## src/hdl/ifp_regs.svh

```systemverilog
/*
  constants of the fetch/execute pipeline: widths, reset values,
  instruction field positions, opcodes and clock source codes.
  assumes: included by bare name from the package and the design modules.
*/
`ifndef IFP_REGS_SVH
`define IFP_REGS_SVH

// ========================================
// widths
`define IFP_PC_W        14          // 16k-word program space
`define IFP_IW          16          // instruction word width
`define IFP_DW          8           // alu / accumulator width
`define IFP_NPH         4           // phases per machine cycle

// ========================================
// reset values
`define IFP_PC_RST      14'h0000    // reset vector
`define IFP_ACC_RST     8'h00
`define IFP_NOP_WORD    16'h0000    // word placed in a flushed slot
`define IFP_PH_RST      4'h1        // first phase active after reset
`define IFP_OSC_RST     2'h2        // fast internal oscillator

// ========================================
// instruction fields
`define IFP_OPC_HI      15
`define IFP_OPC_LO      12
`define IFP_IMM_HI      7
`define IFP_TGT_HI      11
`define IFP_PAGE_LO     8           // pc low byte spans one 256-word page

// ========================================
// opcodes
`define IFP_OP_NOP      4'h0
`define IFP_OP_MOVI     4'h1
`define IFP_OP_ADD      4'h2
`define IFP_OP_SUB      4'h3
`define IFP_OP_AND      4'h4
`define IFP_OP_OR       4'h5
`define IFP_OP_XOR      4'h6
`define IFP_OP_RR       4'h7
`define IFP_OP_INC      4'h8
`define IFP_OP_DEC      4'h9
`define IFP_OP_JMP      4'ha
`define IFP_OP_CALL     4'hb
`define IFP_OP_SZA      4'hc
`define IFP_OP_WPCL     4'hd
`define IFP_OP_LADD     4'he        // extended: two machine cycles

// ========================================
// main clock source codes
`define IFP_OSC_FXT     2'h0        // fast_crystal_osc
`define IFP_OSC_SXT     2'h1        // slow_crystal_osc
`define IFP_OSC_FIRC    2'h2        // fast_internal_osc
`define IFP_OSC_SIRC    2'h3        // slow_internal_osc

`endif

```

## src/hdl/ifp_pkg.sv

```systemverilog
/*
  types of the fetch/execute pipeline: phase and instruction class enums.
  assumes: ifp_regs.svh is reachable on the include path.
*/
package ifp_pkg;
  `include "ifp_regs.svh"

  // ========================================
  // phase of the machine cycle
  typedef enum logic [1:0] {PH_T1, PH_T2, PH_T3, PH_T4} ifp_phase_e;

  // ========================================
  // decoded instruction class
  typedef enum logic [2:0] {CLS_NOP, CLS_ALU, CLS_BRANCH, CLS_SKIP, CLS_PCL,
                            CLS_EXT} ifp_cls_e;
endpackage

```

## src/hdl/ifp_phase_if.sv

```systemverilog
/*
  carrier between the phase generator and the pipeline core.
  assumes: both ends sit on the same clock.
*/
`timescale 1ns/1ns
interface ifp_phase_if;
  import ifp_pkg::*;
  ifp_phase_e  phase;                 // current phase
  logic [3:0]  phase_clks;            // one-hot phase clocks, registered

  modport gen  (output phase, output phase_clks);
  modport core (input  phase, input  phase_clks);
endinterface

```

## src/hdl/ifp_phase_gen.sv

```systemverilog
/*
  splits the system clock into four non-overlapping one-hot phases.
  assumes: synchronous active-low reset; one phase per clock.
*/
`timescale 1ns/1ns
`include "ifp_regs.svh"
module ifp_phase_gen
  import ifp_pkg::*;
(
  input  wire logic i_clk,            // system clock
  input  wire logic i_rst_n,          // sync reset, active low
  ifp_phase_if.gen  ph                // phase outputs
);
  // ========================================
  // phase sequencer
  ifp_phase_e  ph_ff;                 // current phase
  ifp_phase_e  nxt_ph;
  logic [3:0]  clks_ff;               // one-hot phase clocks
  logic [3:0]  nxt_clks;

  // next phase and its one-hot pattern
  always_comb begin
    case (ph_ff)
      PH_T1:   nxt_ph = PH_T2;
      PH_T2:   nxt_ph = PH_T3;
      PH_T3:   nxt_ph = PH_T4;
      PH_T4:   nxt_ph = PH_T1;        // RULE4
      default: nxt_ph = PH_T1;
    endcase
    nxt_clks = 4'h1 << nxt_ph;        // RULE1
  end

  // registers only
  always_ff @(posedge i_clk) begin
    if (!i_rst_n) begin
      ph_ff   <= PH_T1;
      clks_ff <= `IFP_PH_RST;
    end else begin
      ph_ff   <= nxt_ph;
      clks_ff <= nxt_clks;
    end
  end

  assign ph.phase      = ph_ff;
  assign ph.phase_clks = clks_ff;
endmodule

```

## src/hdl/ifp_pipeline.sv

```systemverilog
/*
  fetch/execute pipeline of a small 8-bit core: phase-sequenced fetch,
  decode, alu and writeback, with prefetch flush on control transfer.
  assumes: program memory answers combinationally on i_fetch_data in the
  same clock as o_fetch_addr; the clock source mux sits outside.
*/
// Functional notes
// RULE1 - four non-overlapping phases make one cycle
// RULE2 - pc advances and fetches in first phase
// RULE3 - decode and execute in phases two-four
// RULE4 - one pass of four phases, one cycle
// RULE5 - fetch next while executing current instruction
// RULE6 - standard one cycle, extended two cycles
// RULE7 - pc change discards prefetch, adds cycle
// RULE8 - branch: get target, then transfer control
// RULE9 - eight-bit alu for all operations
// RULE10 - data moves through accumulator and alu
// RULE11 - clock from one of four oscillators
// RULE12 - taken skip discards prefetch, dummy cycle
// RULE13 - pc low write jumps in page
// RULE14 - flushed slot runs as no-operation
`timescale 1ns/1ns
`include "ifp_regs.svh"
module ifp_pipeline
  import ifp_pkg::*;
(
  input  wire logic                  i_clk,        // system clock, 10 MHz
  input  wire logic                  i_rst_n,      // sync reset, active low
  input  wire logic [1:0]            i_osc_sel,    // requested clock source
  input  wire logic [`IFP_IW-1:0]    i_fetch_data, // program memory word
  output logic      [1:0]            o_osc_sel,    // applied clock source
  output logic      [3:0]            o_phase_clks, // instruction_phase_clocks
  output logic      [`IFP_PC_W-1:0]  o_fetch_addr, // program counter
  output logic                       o_fetch_en,   // fetch in this phase
  output logic      [`IFP_DW-1:0]    o_acc,        // accumulator
  output logic                       o_zero,       // accumulator is zero
  output logic                       o_retire,     // instruction completed
  output logic                       o_flush,      // prefetch discarded
  output logic                       o_branch      // control transferred
);
  // ========================================
  // phase generator
  ifp_phase_if ph ();                // phase carrier

  ifp_phase_gen u_phase (
    .i_clk   (i_clk),
    .i_rst_n (i_rst_n),
    .ph      (ph)
  );

  // ========================================
  // helpers

  // opcode to instruction class
  function automatic ifp_cls_e decode(input logic [3:0] op);
    case (op)
      `IFP_OP_JMP, `IFP_OP_CALL: decode = CLS_BRANCH;
      `IFP_OP_SZA:               decode = CLS_SKIP;
      `IFP_OP_WPCL:              decode = CLS_PCL;
      `IFP_OP_LADD:              decode = CLS_EXT;
      `IFP_OP_NOP:               decode = CLS_NOP;
      default:                   decode = CLS_ALU;
    endcase
  endfunction

  // eight-bit alu
  function automatic logic [`IFP_DW-1:0] alu(input logic [3:0]         op,
                                             input logic [`IFP_DW-1:0] a,
                                             input logic [`IFP_DW-1:0] b);
    case (op)
      `IFP_OP_MOVI:              alu = b;
      `IFP_OP_ADD, `IFP_OP_LADD: alu = a + b;
      `IFP_OP_SUB:               alu = a - b;
      `IFP_OP_AND:               alu = a & b;
      `IFP_OP_OR:                alu = a | b;
      `IFP_OP_XOR:               alu = a ^ b;
      `IFP_OP_RR:                alu = {a[0], a[`IFP_DW-1:1]};
      `IFP_OP_INC:               alu = a + 8'h01;
      `IFP_OP_DEC:               alu = a - 8'h01;
      default:                   alu = a;
    endcase
  endfunction

  // ========================================
  // pipeline state
  logic [`IFP_PC_W-1:0] pc_ff,     nxt_pc;      // program counter
  logic [`IFP_IW-1:0]   pf_ff,     nxt_pf;      // prefetched word
  logic [`IFP_IW-1:0]   ir_ff,     nxt_ir;      // executing word
  ifp_cls_e             cls_ff,    nxt_cls;     // decoded class
  logic [`IFP_PC_W-1:0] tgt_ff,    nxt_tgt;     // branch target
  logic [`IFP_DW-1:0]   res_ff,    nxt_res;     // alu result
  logic [`IFP_DW-1:0]   acc_ff,    nxt_acc;     // accumulator
  logic                 flush_ff,  nxt_flush;   // discard next prefetch
  logic                 bubble_ff, nxt_bubble;  // slot is a flushed nop
  logic                 hold_ff,   nxt_hold;    // extended: refetch held
  logic                 second_ff, nxt_second;  // extended: second pass
  logic                 ret_ff,    nxt_ret;     // retire pulse
  logic                 fl_ff,     nxt_fl;      // flush pulse
  logic                 br_ff,     nxt_br;      // branch pulse
  logic                 fen_ff,    nxt_fen;     // fetch enable
  logic                 zero_ff,   nxt_zero;    // accumulator is zero

  logic [3:0]           op;                     // opcode of executing word
  logic [`IFP_DW-1:0]   imm;                    // immediate byte

  assign op  = ir_ff[`IFP_OPC_HI:`IFP_OPC_LO];
  assign imm = ir_ff[`IFP_IMM_HI:0];

  // next pipeline values, one stage per phase
  always_comb begin
    nxt_pc     = pc_ff;
    nxt_pf     = pf_ff;
    nxt_ir     = ir_ff;
    nxt_cls    = cls_ff;
    nxt_tgt    = tgt_ff;
    nxt_res    = res_ff;
    nxt_acc    = acc_ff;
    nxt_flush  = flush_ff;
    nxt_bubble = bubble_ff;
    nxt_hold   = hold_ff;
    nxt_second = second_ff;
    nxt_ret    = 1'b0;
    nxt_fl     = 1'b0;
    nxt_br     = 1'b0;
    case (ph.phase)
      // fetch stage
      PH_T1: begin
        if (hold_ff) begin                  // extended: keep word, no fetch
          nxt_hold   = 1'b0;                // RULE6
          nxt_second = 1'b1;
        end else begin
          nxt_pc     = pc_ff + 14'h0001;    // RULE2
          nxt_pf     = i_fetch_data;        // RULE5
          nxt_ir     = flush_ff ? `IFP_NOP_WORD : pf_ff; // RULE14
          nxt_bubble = flush_ff;            // RULE7
          nxt_flush  = 1'b0;
          nxt_second = 1'b0;
        end
      end
      // decode stage, target captured here
      PH_T2: begin
        nxt_cls = decode(op);               // RULE3
        nxt_tgt = {pc_ff[`IFP_PC_W-1:`IFP_TGT_HI+1],
                   ir_ff[`IFP_TGT_HI:0]};   // RULE8
        if (decode(op) == CLS_PCL) begin
          nxt_tgt = {pc_ff[`IFP_PC_W-1:`IFP_PAGE_LO], imm}; // RULE13
        end
      end
      // alu stage
      PH_T3: begin
        nxt_res = alu(op, acc_ff, imm);     // RULE9
      end
      // writeback and control transfer
      PH_T4: begin
        case (cls_ff)
          CLS_ALU: begin
            nxt_acc = res_ff;               // RULE10
            nxt_ret = 1'b1;
          end
          CLS_EXT: begin
            if (second_ff) begin
              nxt_acc = res_ff;             // RULE6
              nxt_ret = 1'b1;
            end else begin
              nxt_hold = 1'b1;              // RULE6
            end
          end
          CLS_BRANCH, CLS_PCL: begin
            nxt_pc    = tgt_ff;             // RULE8
            nxt_flush = 1'b1;               // RULE7
            nxt_fl    = 1'b1;
            nxt_br    = 1'b1;
            nxt_ret   = 1'b1;
          end
          CLS_SKIP: begin
            nxt_flush = (acc_ff == 8'h00);  // RULE12
            nxt_fl    = (acc_ff == 8'h00);
            nxt_ret   = 1'b1;
          end
          CLS_NOP: begin
            nxt_ret = !bubble_ff;           // RULE14
          end
          default: begin
            nxt_ret = 1'b0;
          end
        endcase
      end
      default: begin
        nxt_ret = 1'b0;
      end
    endcase
    nxt_fen = (ph.phase == PH_T4) && !nxt_hold; // RULE2
    // zero flag tracks the accumulator in the same cycle
    nxt_zero = (nxt_acc == 8'h00);          // RULE10
  end

  // registers only
  always_ff @(posedge i_clk) begin
    if (!i_rst_n) begin
      pc_ff     <= `IFP_PC_RST;
      pf_ff     <= `IFP_NOP_WORD;
      ir_ff     <= `IFP_NOP_WORD;
      cls_ff    <= CLS_NOP;
      tgt_ff    <= `IFP_PC_RST;
      res_ff    <= `IFP_ACC_RST;
      acc_ff    <= `IFP_ACC_RST;
      flush_ff  <= 1'b1;                    // first slot after reset is empty
      bubble_ff <= 1'b1;                    // pipeline empty after reset
      hold_ff   <= 1'b0;
      second_ff <= 1'b0;
      ret_ff    <= 1'b0;
      fl_ff     <= 1'b0;
      br_ff     <= 1'b0;
      fen_ff    <= 1'b1;                    // first phase is a fetch
      zero_ff   <= 1'b1;                    // accumulator resets to zero
    end else begin
      pc_ff     <= nxt_pc;
      pf_ff     <= nxt_pf;
      ir_ff     <= nxt_ir;
      cls_ff    <= nxt_cls;
      tgt_ff    <= nxt_tgt;
      res_ff    <= nxt_res;
      acc_ff    <= nxt_acc;
      flush_ff  <= nxt_flush;
      bubble_ff <= nxt_bubble;
      hold_ff   <= nxt_hold;
      second_ff <= nxt_second;
      ret_ff    <= nxt_ret;
      fl_ff     <= nxt_fl;
      br_ff     <= nxt_br;
      fen_ff    <= nxt_fen;
      zero_ff   <= nxt_zero;
    end
  end

  // ========================================
  // clock source select
  logic [1:0] osc_s1_ff, osc_s2_ff, osc_ff;     // sync stages, applied
  logic [1:0] nxt_osc;

  // change source only at a cycle boundary so no phase is cut short
  always_comb begin
    nxt_osc = osc_ff;
    if (ph.phase == PH_T4) begin
      nxt_osc = osc_s2_ff;                  // RULE11
    end
  end

  // registers only
  always_ff @(posedge i_clk) begin
    if (!i_rst_n) begin
      osc_s1_ff <= `IFP_OSC_RST;
      osc_s2_ff <= `IFP_OSC_RST;
      osc_ff    <= `IFP_OSC_RST;
    end else begin
      osc_s1_ff <= i_osc_sel;
      osc_s2_ff <= osc_s1_ff;
      osc_ff    <= nxt_osc;
    end
  end

  // ========================================
  // outputs, all from flops
  assign o_osc_sel    = osc_ff;
  assign o_phase_clks = ph.phase_clks;      // RULE1
  assign o_fetch_addr = pc_ff;
  assign o_fetch_en   = fen_ff;
  assign o_acc        = acc_ff;
  assign o_zero       = zero_ff;
  assign o_retire     = ret_ff;
  assign o_flush      = fl_ff;
  assign o_branch     = br_ff;
endmodule

```

## config.mk

```make
export PLATFORM = sky130hd
export DESIGN_NAME = ifp_pipeline
export DESIGN_NICKNAME = d
export VERILOG_FILES = /design/src/hdl/ifp_pkg.sv /design/src/hdl/ifp_phase_if.sv /design/src/hdl/ifp_phase_gen.sv /design/src/hdl/ifp_pipeline.sv
export VERILOG_INCLUDE_DIRS = /design/src /design/src/hdl
export SDC_FILE = /design/constraint.sdc
export NUM_CORES = 1
export LEC_CHECK = 0
export BUFFER_PORTS_ARGS = -buffer_cell sky130_fd_sc_hd__buf_2
export CELL_PAD_IN_SITES_DETAIL_PLACEMENT = 1
export CELL_PAD_IN_SITES_GLOBAL_PLACEMENT = 1
export CORE_AREA = 2 2 140 101
export DETAILED_ROUTE_END_ITERATION = 8
export DIE_AREA = 0 0 142 103
export PLACE_DENSITY_LB_ADDON = 0.15
export SLEW_MARGIN = 25
export SYNTH_ARGS = -nofsm -noshare
export SYNTH_HDL_FRONTEND = slang
export SYNTH_HIERARCHICAL = 1
export SYNTH_SLANG_ARGS = --single-unit
```

## constraint.sdc

```tcl
create_clock -name i_clk -period 3.5 [get_ports i_clk]
set_input_delay 0.7 -clock i_clk [delete_from_list [all_inputs] [get_ports i_clk]]
set_output_delay 0.7 -clock i_clk [all_outputs]
set_load 0.1 [all_outputs]
```

==> impl_metrics.toml <==
[outcome]
status = "completed"

[clocking]
cts_max_level = 3
cts_buffers = 9
cts_tree = "done"
cts_root_buf = "clkbuf_16"
hold_buffers = 0
cts_setup_buffers = 0
cts_resized = 0
clock_latency_ns = 0.35
cts_sinks = 100
clockBufferDepth = 2
clk_pin_slew_worst_paths_ns = 0.08

[worst_setup_path]
crit_fanout = 7
crit_arrival_ns = 3.50
crit_chain = "inv_1, ha_1, nor2b_1, a21oi_1, nor2_1, a221o_1, inv_1, ha_1, nor2b_1, o21a_1, a311o_1, a31oi_1, nor4_1, a211o_1"
critical_path.endpoint_type = "flop"
slowest_delay_ns = 0.47
required_ns = 3.75
start_kind = "flop"
crit_buf_inv = 2
crit_path_top_delay_cell = "dfxtp_1"
worstSetupPathType = "reg -> reg"
crit_family = "compound AO/OA/AOI/OAI gates"

[logic_synthesis]
yosys_register_bits = 100
yosysTopAreaCellShare = 0.343
synth_edf_count = 0
synth_warnings = 6
ys_seq_area_frac = 0.343
synth_area_sq_um = 5840
synth.avg_cell_area_sq_um = 8.48
ys_top_cells_by_count = "dfxtp_1 (100), nand2_1 (94), nor2_1 (43), a21boi_0 (39), o21ai_0 (35)"
netlist_instances = 689
synth.most_common_cell = "dfxtp_1"
async_reset_ff_frac = 0
synth.net_count = 743
synth_area_leaders = "dfxtp_1 (34%), ha_1 (7.1%), nand2_1 (6.0%)"
synth-main-ff-cell = "dfxtp_1"
synth_area_leader_cell = "dfxtp_1"
ys_types = 76

[power_and_ir_drop]
switchingPower_mw = 1.56
power_frac_seq = 0.372
peakVddDrop_mv = 0.329
combPwrFrac = 0.368
p_leak_nw = 2.51
finalPower_mw = 3.78
internal_power_mw = 2.23
power_frac_clock = 0.260
switching_share = 0.411
power_density_nw_per_um2 = 588

[die]
die_height_microns = 103
die_w_microns = 142
die-area_sq_um = 14600
floorplan.rows = 36
core_area_sq_um = 13500
io_pins = 53
start_util = 0.434

[drt]
drc = 0
postRouteAntennaNets = 0
finalWirelength_microns = 17200
via_per_inst = 5.80
drt_iter0_markers = 294
vias = 5193
wire_per_inst_microns = 19.2
dr.pass1.iters = 5

[global_routing]
antenna_found_initial = 0
grt_start_max_net_pins = 65
grt_overflow = 0
first_global_vias = 5153
grt.total_usage = 0.244
grt_first_pass_wirelength_microns = 27700

[timing]
setup_viol = 0
maxSlewHeadroom = 0.487
hold_violations = 0
drv_slew = 0
setup_tns_ns = 0
worst_pin_slew_ns = 0.750
fin_crit_sh = 0.931
period_minus_slack_ns = 3.26
rsz0062_at_grt = "no"
skew_ns = 0.00802
max_freq_ghz = 0.307
whs_ns = 0.435

[cells_and_area]
post-route-util = 0.478
nNetsFinal = 774
drive_gt1_frac = 0.148
fillers = 1608
area_growth_pct = 10.2
antenna_cells = 0

[place]
routabilityCongestion = 0.941
hpwl_microns = 12400
port_buffers = 52

[min_path]
hold_path.class = "reg -> reg"

[flow_run]
max-cap-violations = 0
layout make-up:
class,instances,area (sq um),area share
Clock buffer,9,225,0.0350
Multi-Input combinational cell,510,3430,0.533
Inverter,31,116,0.0181
Timing Repair Buffer,68,393,0.0611
Tap cell,171,214,0.0333
Sequential cell,100,2000,0.311
Clock inverter,6,55.1,0.00856
layer usage:
metal,vias up,wire (microns),track usage
met3,19,1020,0.0478
met2,154,7430,0.385
met1,2530,8560,0.350
met5,-,0,0
met4,0,155,0.0492
li1,2490,-,-
logic make-up (layout without fill, tap and decap cells):
logic type,Yosys count,after routing,share of synthesized area
flip-flops,100,100,0.343
AND/OR/NAND/NOR,260,260,0.228
AO/OA/AOI/OAI,180,180,0.219
adder cells (fa/ha/maj),34,34,0.0741
XOR/XNOR,5,5,0.00750
buffers and inverters,79,114,0.0713
multiplexers,31,31,0.0574
path summary, 6_finish.rpt:
check | startpoint | to | slack [ns] | depth (start not counted)
hold reg to reg | osc_s1_ff[1] | osc_s2_ff[1] | 0.43 | 1
setup reg to reg | ir_ff[1] | res_ff[7] | 0.24 | 14
setup / recovery | ir_ff[1] | res_ff[7] | 0.24 | 14
hold / removal | osc_s1_ff[1] | osc_s2_ff[1] | 0.43 | 1
stage by stage:
step                      cells  setup slack [ns]  cell area, sq um
after floorplan             689             0.593              5840
after global placement      880             0.395              6150
after detailed placement    880             0.255              6150
after CTS                   895             0.238              6430
after global routing        895            0.0212              6430
final                       895             0.242              6430
sequential cells by signal, indices dropped and copies added, names as in the netlist, 2 cells and up:
register,cells
ir_ff,16
pf_ff,16
o_fetch_addr,14
tgt_ff,14
o_acc,8
res_ff,8
u_phase/ph.phase_clks,4
cls_ff,3
o_osc_sel,2
osc_s1_ff,2
osc_s2_ff,2
u_phase/ph.phase,2
layout by cell type, fill, tap and decap left out, types with 5 or more instances in the layout:
cell and n:
nor3_1 7, nand3_1 11, nand2_1 94, o31ai_1 6, clkbuf_16 9, nor2_1 43
o221a_2 6, mux2i_1 29, a21boi_0 39, nor2b_1 28, a21oi_1 22, or3_1 5
nand3b_1 17, a22oi_1 11, o21ai_0 35, o221ai_1 5, a31oi_1 10, inv_1 30
dfxtp_1 99, buf_4 15, nand2b_1 12, o21a_1 7, buf_2 52, ha_1 32
and2_1 10, nand4_1 6
worst register-to-register path, cell delays in order, from the launching register on:
cell     delay [ns]
dfxtp_1        0.47
inv_1          0.15
ha_1           0.33
nor2b_1        0.14
a21oi_1        0.11
nor2_1         0.05
a221o_1        0.33
inv_1          0.08
ha_1           0.22
nor2b_1        0.13
o21a_1         0.18
a311o_1        0.39
a31oi_1        0.21
nor4_1         0.08
a211o_1        0.27
power groups by stage:
stage	Clock, mW	Combinational, mW	Sequential (mW)
6_report	0.982	1.39	1.41
5_1_grt	1.04	1.53	1.43
4_1_cts	1.01	1.39	1.41
3_5_place_dp	0	1.38	1.43
3_3_place_gp	0	1.34	1.42
2_1_floorplan	0	0.887	1.58
Power figures use the tool's default switching activity.
